===== src/ldf_pkg.sv =====
// constants, types and decode helpers of the LED driver fault and dimming control
//
// Function
// RULE1: every oscillator cycle start sets the gate-drive latch, switching the boost FET on.
// RULE2: current-sense trip resets the gate-drive latch, FET off for the cycle.
// RULE3: gate drive rises with external sync edges only within +/-10 % of free-run.
// RULE4: over-voltage sense high stops boost switching and pulls the fault flag low.
// RULE5: over-voltage is not latched; switching and fault flag recover when it clears.
// RULE6: grounded string pins at start-up are disabled silently; other strings run.
// RULE7: a string sink above the short trip level is latched off and flags fault.
// RULE8: short latch clears only by enable or supply cycling; healthy strings keep running.
// RULE9: short-protect configuration high disables short detection on every string.
// RULE10: short must persist 10 us of sink on-time; shorter pulses never latch.
// RULE11: open string with output at over-voltage clamp is latched off and flags fault.
// RULE12: open latch and its fault clear only by enable or supply cycling.
// RULE13: 8-bit analog dimming register at 0x02 sets string current in 256 steps.
// RULE14: three PWM dimming modes chosen by device control bits [1:0] at 0x01.
// RULE15: mode 00 direct, 01 indirect (reset default), 11 register-controlled.
// RULE16: fault flag is OR of over-voltage, short and open faults, latched ones held.
package ldf_pkg;
  // ==========================================================
  // timing
  localparam int CLK_MHZ = 40;
  localparam int SHORT_DET_NS = 10000;
  localparam int SHORT_CYC = (SHORT_DET_NS * CLK_MHZ + 999) / 1000;
  localparam int DETECT_US = 1000;
  localparam int DETECT_CYC = DETECT_US * CLK_MHZ;
  localparam int OSC_PERIOD_DEF = 40;
  localparam int SYNC_TOL_PCT = 10;
  localparam int NSTR = 4;
  // ==========================================================
  // register map
  localparam logic [6:0] I2C_DEV_ADDR = 7'h2C;
  localparam logic [7:0] ADDR_DEV_CTL = 8'h01;
  localparam logic [7:0] ADDR_DIM_LEVEL = 8'h02;
  localparam logic [7:0] ADDR_FAULT_STAT = 8'h08;
  localparam logic [7:0] ADDR_LINK_STAT = 8'h09;
  localparam logic [7:0] RST_DEV_CTL = 8'h01;
  localparam logic [7:0] RST_DIM_LEVEL = 8'hFF;
  localparam logic [1:0] MODE_DIRECT = 2'h0;
  localparam logic [1:0] MODE_INDIRECT = 2'h1;
  localparam logic [1:0] MODE_REGISTER = 2'h3;
  // ==========================================================
  // positions inside the vector of asynchronous inputs
  localparam int IN_TRIP = 0;
  localparam int IN_OV = 1;
  localparam int IN_SHORTCFG = 2;
  localparam int IN_EN = 3;
  localparam int IN_SYNC = 4;
  localparam int IN_HIGH = 5;
  localparam int IN_LOW = 9;
  localparam int IN_W = 13;
  // ==========================================================
  // states
  typedef enum logic [1:0] {PH_OFF = 2'b00, PH_DETECT = 2'b01, PH_RUN = 2'b10} ldf_phase_t;
  typedef enum logic [2:0] {
    I2_IDLE = 3'b000, I2_ADDR = 3'b001, I2_ACKA = 3'b010, I2_REG = 3'b011,
    I2_WDATA = 3'b100, I2_ACKW = 3'b101, I2_RDATA = 3'b110, I2_RACK = 3'b111
  } ldf_i2c_st_t;
  // ==========================================================
  // mode decode: {register, indirect, direct}; reserved code 10 acts as indirect
  function automatic logic [2:0] ldf_mode_dec(input logic [1:0] m);
    case (m)
      MODE_DIRECT: ldf_mode_dec = 3'h1;
      MODE_REGISTER: ldf_mode_dec = 3'h4;
      default: ldf_mode_dec = 3'h2;
    endcase
  endfunction
endpackage


===== src/ldf_reg_if.sv =====
// register access path between the serial slave and the control core
`timescale 1ns/10ps
`default_nettype none
interface ldf_reg_if;
  logic wrStb;
  logic [7:0] wrAddr;
  logic [7:0] wrData;
  logic [7:0] rdAddr;
  logic [7:0] rdData;
  modport slave (output wrStb, output wrAddr, output wrData, output rdAddr, input rdData);
  modport regs (input wrStb, input wrAddr, input wrData, input rdAddr, output rdData);
endinterface
`default_nettype wire


===== src/ldf_ctrl.sv =====
// boost gate drive, string protection and dimming registers of the LED driver
`timescale 1ns/10ps
`default_nettype none
module ldf_ctrl
  import ldf_pkg::*;
#(
  parameter int DETECT_CYCLES = ldf_pkg::DETECT_CYC,
  parameter int OSC_PERIOD = ldf_pkg::OSC_PERIOD_DEF
) (
  // clock and reset
  input wire logic ref_clk,
  input wire logic rst,
  // serial register pins
  input wire logic sclIn,
  input wire logic sdaIn,
  output logic sdaOut,
  output logic sdaOe,
  // chip enable qualified by supply good
  input wire logic enableIn,
  // boost power stage
  input wire logic currentTrip,
  input wire logic overvoltage_sense,
  input wire logic boost_sync_in,
  output logic gate_drive_out,
  // string sinks
  input wire logic short_protect_cfg,
  input wire logic [ldf_pkg::NSTR-1:0] sinkHigh,
  input wire logic [ldf_pkg::NSTR-1:0] sinkLow,
  input wire logic [ldf_pkg::NSTR-1:0] sinkPwmOn,
  output logic [ldf_pkg::NSTR-1:0] sinkEnable,
  // dimming control
  output logic [7:0] analogDimLevel,
  output logic dimDirect,
  output logic dimIndirect,
  output logic dimRegister,
  output logic [5:0] ctlUpper,
  // fault
  output logic fault_flag_n
);
  import ldf_pkg::*;

  localparam logic [7:0] OSC_LAST = 8'(OSC_PERIOD - 1);
  localparam logic [7:0] SYNC_MIN = 8'(OSC_PERIOD * (100 - SYNC_TOL_PCT) / 100);
  localparam logic [7:0] SYNC_MAX = 8'(OSC_PERIOD * (100 + SYNC_TOL_PCT) / 100);
  localparam logic [15:0] DET_LAST = 16'(DETECT_CYCLES - 1);
  localparam logic [8:0] SHORT_LAST = 9'(SHORT_CYC - 1);

  typedef struct packed {
    logic [IN_W-1:0] sy1;
    logic [IN_W-1:0] sy2;
    logic [IN_W-1:0] sy3;
    logic [IN_W-1:0] filt;
    ldf_phase_t phase;
    logic [15:0] detCnt;
    logic [7:0] oscCnt;
    logic [7:0] syncCnt;
    logic syncPrev;
    logic syncLock;
    logic gate;
    logic [NSTR-1:0] unused;
    logic [NSTR-1:0] shortLat;
    logic [NSTR-1:0] openLat;
    logic [NSTR-1:0][8:0] shortCnt;
    logic [NSTR-1:0] sinkEn;
    logic faultN;
    logic [7:0] devCtl;
    logic [7:0] dimLevel;
    logic [2:0] modeDec;
  } ldf_ctrl_state_t;

  ldf_ctrl_state_t s;
  ldf_ctrl_state_t next_s;
  ldf_reg_if regBus();

  logic [IN_W-1:0] asyncIn;
  logic [IN_W-1:0] agree;
  logic running;
  logic ovFault;
  logic tripNow;
  logic shortOff;
  logic enNow;
  logic syncEdge;
  logic periodOk;
  logic cycleStart;
  logic [NSTR-1:0] high;
  logic [NSTR-1:0] low;
  logic [NSTR-1:0] live;

  // ==========================================================
  // register slave
  ldf_i2c_slave u_slave (
    .ref_clk(ref_clk),
    .rst(rst),
    .sclIn(sclIn),
    .sdaIn(sdaIn),
    .sdaOut(sdaOut),
    .sdaOe(sdaOe),
    .bus(regBus)
  );

  assign asyncIn = {sinkLow, sinkHigh, boost_sync_in, enableIn, short_protect_cfg,
                    overvoltage_sense, currentTrip};

  // ==========================================================
  // filtered views of the comparator and pin inputs
  always_comb begin
    agree = s.sy2 ~^ s.sy3;
    running = (s.phase == PH_RUN);
    ovFault = s.filt[IN_OV];
    tripNow = s.filt[IN_TRIP];
    shortOff = s.filt[IN_SHORTCFG];
    enNow = s.filt[IN_EN];
    high = s.filt[IN_HIGH +: NSTR];
    low = s.filt[IN_LOW +: NSTR];
    live = ~s.unused & ~s.shortLat & ~s.openLat;
    syncEdge = s.filt[IN_SYNC] & ~s.syncPrev;
    // an edge counts as sync only if the period since the last one is in tolerance
    periodOk = (s.syncCnt >= SYNC_MIN) && (s.syncCnt <= SYNC_MAX); // RULE3
    if (s.syncLock) begin
      // a missing sync edge still ends the cycle at the slow limit
      cycleStart = (syncEdge && periodOk) || (s.oscCnt >= SYNC_MAX); // RULE3
    end else begin
      cycleStart = (s.oscCnt >= OSC_LAST) || (syncEdge && periodOk); // RULE3
    end
  end

  // ==========================================================
  // core state
  always_comb begin
    next_s = s;
    next_s.sy1 = asyncIn;
    next_s.sy2 = s.sy1;
    next_s.sy3 = s.sy2;
    next_s.filt = (agree & s.sy3) | (~agree & s.filt);
    next_s.syncPrev = s.filt[IN_SYNC];

    // sync tracking
    if (syncEdge) begin
      next_s.syncLock = periodOk;
      next_s.syncCnt = 8'h00;
    end else if (s.syncCnt != 8'hFF) begin
      next_s.syncCnt = s.syncCnt + 8'h01;
    end
    if (s.syncCnt > SYNC_MAX) begin
      next_s.syncLock = 1'b0;
    end

    // oscillator
    next_s.oscCnt = cycleStart ? 8'h00 : s.oscCnt + 8'h01;

    // start-up sequencing; losing enable clears every latch
    case (s.phase)
      PH_OFF: begin
        next_s.detCnt = 16'h0000;
        next_s.unused = '0;
        next_s.shortLat = '0; // RULE8
        next_s.openLat = '0; // RULE12
        if (enNow) begin
          next_s.phase = PH_DETECT;
        end
      end
      PH_DETECT: begin
        next_s.detCnt = s.detCnt + 16'h0001;
        if (!enNow) begin
          next_s.phase = PH_OFF;
        end else if (s.detCnt == DET_LAST) begin
          // grounded pins are parked as unused, no fault raised
          next_s.unused = low; // RULE6
          next_s.phase = PH_RUN;
        end
      end
      PH_RUN: begin
        if (!enNow) begin
          next_s.phase = PH_OFF;
        end
      end
      default: begin
        next_s.phase = PH_OFF;
      end
    endcase

    // gate-drive latch: set wins at cycle start, current trip ends the on-time
    if (!running || ovFault) begin
      next_s.gate = 1'b0; // RULE4 RULE5
    end else if (cycleStart) begin
      next_s.gate = 1'b1; // RULE1
    end else if (tripNow) begin
      next_s.gate = 1'b0; // RULE2
    end

    // per-string protection
    for (int i = 0; i < NSTR; i++) begin
      if (running && live[i] && !shortOff && sinkPwmOn[i] && high[i]) begin // RULE9
        // on-time only; a short pwm pulse restarts the count
        if (s.shortCnt[i] == SHORT_LAST) begin
          next_s.shortLat[i] = 1'b1; // RULE7 RULE10
        end else begin
          next_s.shortCnt[i] = s.shortCnt[i] + 9'h001; // RULE10
        end
      end else begin
        next_s.shortCnt[i] = 9'h000; // RULE10
      end
      if (running && live[i] && sinkPwmOn[i] && low[i] && ovFault) begin
        next_s.openLat[i] = 1'b1; // RULE11
      end
    end
    next_s.sinkEn = (running ? 4'hF : 4'h0) & ~next_s.unused & ~next_s.shortLat & ~next_s.openLat; // RULE8 RULE11

    // fault flag: over-voltage live, the others latched
    next_s.faultN = ~(ovFault | (|next_s.shortLat) | (|next_s.openLat)); // RULE16 RULE4 RULE5 RULE12

    // register writes
    if (regBus.wrStb) begin
      case (regBus.wrAddr)
        ADDR_DEV_CTL: next_s.devCtl = regBus.wrData; // RULE14
        ADDR_DIM_LEVEL: next_s.dimLevel = regBus.wrData; // RULE13
        default: begin
        end
      endcase
    end
    next_s.modeDec = ldf_mode_dec(next_s.devCtl[1:0]); // RULE14 RULE15

    if (rst) begin
      next_s = '0;
      next_s.faultN = 1'b1;
      next_s.devCtl = RST_DEV_CTL; // RULE15
      next_s.dimLevel = RST_DIM_LEVEL;
      next_s.modeDec = ldf_mode_dec(RST_DEV_CTL[1:0]);
      next_s.phase = PH_OFF;
    end
  end

  always_ff @(posedge ref_clk) begin
    s <= next_s;
  end

  // ==========================================================
  // register read-back, unmapped reads return zero
  always_comb begin
    case (regBus.rdAddr)
      ADDR_DEV_CTL: regBus.rdData = s.devCtl;
      ADDR_DIM_LEVEL: regBus.rdData = s.dimLevel;
      ADDR_FAULT_STAT: regBus.rdData = {s.openLat, s.shortLat};
      ADDR_LINK_STAT: regBus.rdData = {s.unused, 2'h0, ovFault, s.syncLock};
      default: regBus.rdData = 8'h00;
    endcase
  end

  // ==========================================================
  // outputs
  assign gate_drive_out = s.gate;
  assign sinkEnable = s.sinkEn;
  assign analogDimLevel = s.dimLevel; // RULE13
  assign dimDirect = s.modeDec[0];
  assign dimIndirect = s.modeDec[1];
  assign dimRegister = s.modeDec[2];
  assign ctlUpper = s.devCtl[7:2];
  assign fault_flag_n = s.faultN;
endmodule
`default_nettype wire


===== src/ldf_i2c_slave.sv =====
// two-wire serial register slave with auto-incrementing register pointer
`timescale 1ns/10ps
`default_nettype none
module ldf_i2c_slave
  import ldf_pkg::*;
(
  // clock and reset
  input wire logic ref_clk,
  input wire logic rst,
  // serial pins
  input wire logic sclIn,
  input wire logic sdaIn,
  output logic sdaOut,
  output logic sdaOe,
  // register path
  ldf_reg_if.slave bus
);
  typedef struct packed {
    logic [2:0] sclSy;
    logic [2:0] sdaSy;
    logic sclF;
    logic sdaF;
    ldf_i2c_st_t st;
    logic [3:0] bitCnt;
    logic [7:0] sh;
    logic [7:0] regPtr;
    logic rw;
    logic drvLow;
    logic wrStb;
    logic [7:0] wrAddr;
    logic [7:0] wrData;
  } ldf_i2c_state_t;

  ldf_i2c_state_t s;
  ldf_i2c_state_t next_s;
  logic sclRise;
  logic sclFall;
  logic startCond;
  logic stopCond;
  logic sclNew;
  logic sdaNew;

  // ==========================================================
  // pin filtering and bus conditions
  always_comb begin
    sclNew = (s.sclSy[1] == s.sclSy[2]) ? s.sclSy[2] : s.sclF;
    sdaNew = (s.sdaSy[1] == s.sdaSy[2]) ? s.sdaSy[2] : s.sdaF;
    sclRise = sclNew & ~s.sclF;
    sclFall = ~sclNew & s.sclF;
    startCond = s.sclF & sclNew & s.sdaF & ~sdaNew;
    stopCond = s.sclF & sclNew & ~s.sdaF & sdaNew;
  end

  // ==========================================================
  // protocol engine
  always_comb begin
    next_s = s;
    next_s.sclSy = {s.sclSy[1:0], sclIn};
    next_s.sdaSy = {s.sdaSy[1:0], sdaIn};
    next_s.sclF = sclNew;
    next_s.sdaF = sdaNew;
    next_s.wrStb = 1'b0;
    if (startCond) begin
      next_s.st = I2_ADDR;
      next_s.bitCnt = 4'h0;
      next_s.drvLow = 1'b0;
    end else if (stopCond) begin
      next_s.st = I2_IDLE;
      next_s.drvLow = 1'b0;
    end else if (sclRise) begin
      case (s.st)
        I2_ADDR, I2_REG, I2_WDATA, I2_RDATA: begin
          next_s.sh = (s.st == I2_RDATA) ? {s.sh[6:0], 1'b0} : {s.sh[6:0], sdaNew};
          next_s.bitCnt = s.bitCnt + 4'h1;
        end
        I2_RACK: begin
          // a not-acknowledge ends the read burst
          if (sdaNew) begin
            next_s.st = I2_IDLE;
          end
        end
        default: begin
        end
      endcase
    end else if (sclFall) begin
      case (s.st)
        I2_ADDR: begin
          if (s.bitCnt == 4'h8) begin
            if (s.sh[7:1] == I2C_DEV_ADDR) begin
              next_s.rw = s.sh[0];
              next_s.drvLow = 1'b1;
              next_s.st = I2_ACKA;
            end else begin
              next_s.st = I2_IDLE;
            end
          end
        end
        I2_REG, I2_WDATA: begin
          if (s.bitCnt == 4'h8) begin
            if (s.st == I2_REG) begin
              next_s.regPtr = s.sh;
            end else begin
              next_s.wrStb = 1'b1;
              next_s.wrAddr = s.regPtr;
              next_s.wrData = s.sh;
              next_s.regPtr = s.regPtr + 8'h01;
            end
            next_s.drvLow = 1'b1;
            next_s.st = I2_ACKW;
          end
        end
        I2_ACKW: begin
          next_s.drvLow = 1'b0;
          next_s.bitCnt = 4'h0;
          next_s.st = I2_WDATA;
        end
        I2_ACKA, I2_RACK: begin
          next_s.bitCnt = 4'h0;
          if (s.st == I2_ACKA && !s.rw) begin
            next_s.drvLow = 1'b0;
            next_s.st = I2_REG;
          end else begin
            next_s.sh = bus.rdData;
            next_s.drvLow = ~bus.rdData[7];
            next_s.regPtr = s.regPtr + 8'h01;
            next_s.st = I2_RDATA;
          end
        end
        I2_RDATA: begin
          if (s.bitCnt == 4'h8) begin
            next_s.drvLow = 1'b0;
            next_s.st = I2_RACK;
          end else begin
            next_s.drvLow = ~s.sh[7];
          end
        end
        default: begin
        end
      endcase
    end
    if (rst) begin
      next_s = '0;
      next_s.sclSy = 3'h7;
      next_s.sdaSy = 3'h7;
      next_s.sclF = 1'b1;
      next_s.sdaF = 1'b1;
    end
  end

  always_ff @(posedge ref_clk) begin
    s <= next_s;
  end

  // open drain: only ever pull low
  assign sdaOut = 1'b0;
  assign sdaOe = s.drvLow;
  assign bus.wrStb = s.wrStb;
  assign bus.wrAddr = s.wrAddr;
  assign bus.wrData = s.wrData;
  assign bus.rdAddr = s.regPtr;
endmodule
`default_nettype wire


===== config.mk =====
export PLATFORM = sky130hd
export DESIGN_NAME = ldf_ctrl
export DESIGN_NICKNAME = d
export VERILOG_FILES = /design/src/ldf_pkg.sv /design/src/ldf_reg_if.sv /design/src/ldf_ctrl.sv /design/src/ldf_i2c_slave.sv
export SDC_FILE = /design/constraint.sdc
export NUM_CORES = 1
export LEC_CHECK = 0
export BUFFER_PORTS_ARGS = -buffer_cell sky130_fd_sc_hd__buf_4
export CAP_MARGIN = 10
export CORE_MARGIN = 4
export CORE_UTILIZATION = 55
export DETAILED_ROUTE_END_ITERATION = 6
export PLACE_DENSITY = 0.77
export SYNTH_ARGS = -nofsm -noshare
export SYNTH_HDL_FRONTEND = slang
export SYNTH_SLANG_ARGS = --single-unit

===== constraint.sdc =====
create_clock -name ref_clk -period 3.8 [get_ports ref_clk]
set_clock_uncertainty 0.2 [all_clocks]
set_input_delay 0.19 -clock ref_clk [delete_from_list [all_inputs] [get_ports ref_clk]]
set_output_delay 0.19 -clock ref_clk [all_outputs]
set_load 0.005 [all_outputs]

==> results.py <==
metrics = {
    "placement": {
        "post_dp_cell_area_sq_um": 9403,
        "hpwl_um": 12990,
        "io_buffers": 44,
        "gp_congestion": 0.9293,
    },
    "logic_synthesis": {
        "yosys-mux-area-fraction": 0.03275,
        "yosysSeqAreaShare": 0.4627,
        "synthAdderAreaFrac": 0.03097,
        "synth.cell_area_sq_um": 9130,
        "synth_cells": 1031,
        "synth-xor-area-share": 0.04029,
        "synth_top_family_by_area": "simple AND/OR/NAND/NOR gates",
        "yosys.cell_types.count": 73,
        "yosysWarningCount": 0,
        "synth_compound_area_frac": 0.1320,
        "synth-main-ff-cell": "dfxtp_1",
        "yosys.area_share.simple": 0.2519,
        "synth.avg_cell_area_sq_um": 8.855,
        "ys_ff_latch": 211,
        "synth-edff-count": 0,
        "async_flop_share": 0,
    },
    "sta": {
        "rsz0062_at_grt": "false",
        "hold_viol": 0,
        "slew_headroom": 0.3241,
        "max_freq_mhz": 314.0,
        "period_share": 0.8381,
        "fin_setup_tns_ns": 0,
        "final-setup-viol-count": 0,
        "fin_crit_ns": 3.185,
        "tightestPinTransition_ns": 1.007,
        "timing.final.max_slew_violations": 0,
    },
    "final_layout": {
        "nFillCells": 1308,
        "fin_area_sq_um": 10400,
        "final_cell_mix": "dfxtp_1, nor2_1, nand2_1",
        "drive_above_1_share": 0.1138,
        "seqCellArea_sq_um": 4224,
        "layout.nets": 1098,
        "final_common_cell": "dfxtp_1",
        "multi_input_area_sq_um": 4466,
        "syn_to_final_growth_pct": 13.95,
        "antenna_cells": 0,
    },
    "global_route": {
        "antenna_found_initial": 0,
        "use_met2": 0.3535,
        "grt_max_degree": 74,
        "grt_pass1_wl_um": 32840,
        "use_met1": 0.2874,
        "track_usage": 0.2129,
        "top_usage_layer": "met2",
        "grt_pass1_vias": 6746,
        "gr-total-overflow": 0,
        "grtUsageMet3": 0.03860,
    },
    "clock_network": {
        "clock-sinks": 211,
        "clk_pin_slew_worst_paths_ns": 0.06,
        "clockBufferDepth": 3,
        "cts_tree": "done",
        "post-cts-setup-buffers": 0,
        "cts_root_buf": "clkbuf_16",
        "numCtsBuffers": 23,
        "clock_latency_ns": 0.50,
        "h-tree-depth": 1,
    },
    "flow_run": {
        "cap_violations": 0,
    },
    "critical_path": {
        "endpoint_kind": "flip-flop",
        "start_kind": "flip-flop",
        "cp.required_ns": 4.02,
        "cp_data_arrival_time_ns": 3.40,
        "crit_fanout": 18,
        "crit_type": "reg -> reg",
    },
    "detailed_routing": {
        "drc": 0,
        "viasPerCell": 5.624,
        "wl_per_cell_um": 15.44,
        "firstDrtPassIters": 5,
        "final_antenna_net_count": 0,
        "drt_first_iter_violations": 534,
        "num_vias": 7244,
        "drt_wl_total_um": 19890,
    },
    "power": {
        "power.total_mw": 4.714,
        "ir_drop_uv": 489.7,
        "p_leak_nw": 3.843,
        "p_per_area_nw_per_um2": 453.1,
    },
    "hold_path": {
        "min-delay-path-class": "in -> reg",
    },
    "floorplanning": {
        "top_level_ports": 46,
        "rows": 46,
        "die_y_um": 136.8,
        "dieWidth_um": 136.8,
        "dieArea_sq_um": 18730,
        "start_util": 0.5686,
        "design.core.area_sq_um": 16060,
    },
    "outcome": {
        "outcome": "finished, final reports clean",
    },
}
==> per-layer routing <==
layer	up-vias	part of all wire
li1	3604	-
met1	3401	0.45
met5	-	0
met4	0	0.024
met2	195	0.47
met3	44	0.056
==> worst max-delay path, cell delays in order (launching register included) <==
cell and delay, ns:
dfxtp_1 0.35, maj3_1 0.41, ha_1 0.43, nand2b_4 0.29, nor3_1 0.40, o21ai_1 0.45, or3_1 0.44, a31oi_1 0.15
==> registers in the layout, summed over array words and instances, names as in the netlist, named ones only <==
signal and flops:
ctlUpper 6, dimDirect 1, u_slave.bus.wrStb 1, u_slave.s 24
s 125, sinkEnable 4, u_slave.bus.wrAddr 8, u_slave.sdaOe 1
dimRegister 1, gate_drive_out 1, fault_flag_n 1, dimIndirect 1
analogDimLevel 8, u_slave.bus.wrData 8, u_slave.bus.rdAddr 8
==> where the power goes <==
part / leakage (nW) / switching (mW) / internal, mW
Combinational: 1.72 / 0.0469 / 0.0459
Sequential: 1.71 / 0.0122 / 2.24
Clock: 0.415 / 0.871 / 1.50
==> cells in the mapped netlist, drive strengths merged (8+ instances only) <==
| library cell | count | share of area |
|---|---|---|
| dfxtp | 211 | 0.46 |
| nor2 | 133 | 0.055 |
| nand2 | 103 | 0.042 |
| a21oi | 64 | 0.035 |
| nor2b | 51 | 0.035 |
| o21ai | 43 | 0.024 |
| buf | 37 | 0.027 |
| clkbuf | 31 | 0.013 |
| nor3 | 30 | 0.017 |
| nand3 | 25 | 0.014 |
| inv | 22 | 0.0090 |
| mux2i | 22 | 0.024 |
| ha | 21 | 0.029 |
| xnor2 | 21 | 0.020 |
| xor2 | 21 | 0.020 |
| a31oi | 15 | 0.010 |
| or2 | 15 | 0.010 |
| nand4 | 14 | 0.0096 |
| and2 | 9 | 0.0062 |
| nor3b | 9 | 0.0074 |
| a221oi | 8 | 0.0077 |
==> final timing paths <==
check / from / to / slack (ns) / cells past startpoint
worst max-delay path: u_slave.s[43]$_SDFF_PP1_ / u_slave.bus.rdAddr[0]$_SDFFE_PP0P_ / 0.62 / 7
worst min-delay path: sinkPwmOn[1] / s[65]$_SDFF_PP0_ / 0.009 / 4
worst max register to register: u_slave.s[43]$_SDFF_PP1_ / u_slave.bus.rdAddr[0]$_SDFFE_PP0P_ / 0.62 / 7
worst min register to register: u_slave.s[44]$_SDFF_PP1_ / u_slave.s[45]$_SDFF_PP1_ / 0.21 / 1
==> metrics by stage <==
step	hold WS [ns]	utilization	instances	worst slack, ns
after floorplan	0.09381	-	1033	1.272
after global placement	0.1785	0.5856	1229	0.7352
after detailed placement	0.1778	0.5856	1229	0.6351
after CTS	0.002341	0.6479	1288	0.6112
after global routing	0.03180	0.6479	1288	0.3635
final	0.008725	0.6479	1288	0.6153
==> what timing repair did <==
| action | CTS | global route |
|---|---|---|
| hold buffers | 18 | 0 |
| hold endpoints to repair | 35 | 0 |
| resized for setup | 0 | 0 |
==> logic make-up (layout without fill, tap and decap cells) <==
group / after synthesis / in the layout
other cells: 1 / 3
xor+xnor: 42 / 42
mux: 29 / 29
flops: 211 / 211
compound gates: 185 / 185
fa+ha+maj: 23 / 23
simple gates: 450 / 450
buf+inv: 90 / 129
==> area by class of cell <==
class / count / area share
Multi-Input combinational cell: 732 / 0.4292
Clock buffer: 26 / 0.05929
Tap cell: 216 / 0.02598
Sequential cell: 211 / 0.4060
Timing Repair Buffer: 66 / 0.05195
Clock inverter: 15 / 0.01960
Inverter: 22 / 0.007937
No activity file was read; power rests on OpenSTA's default activity.
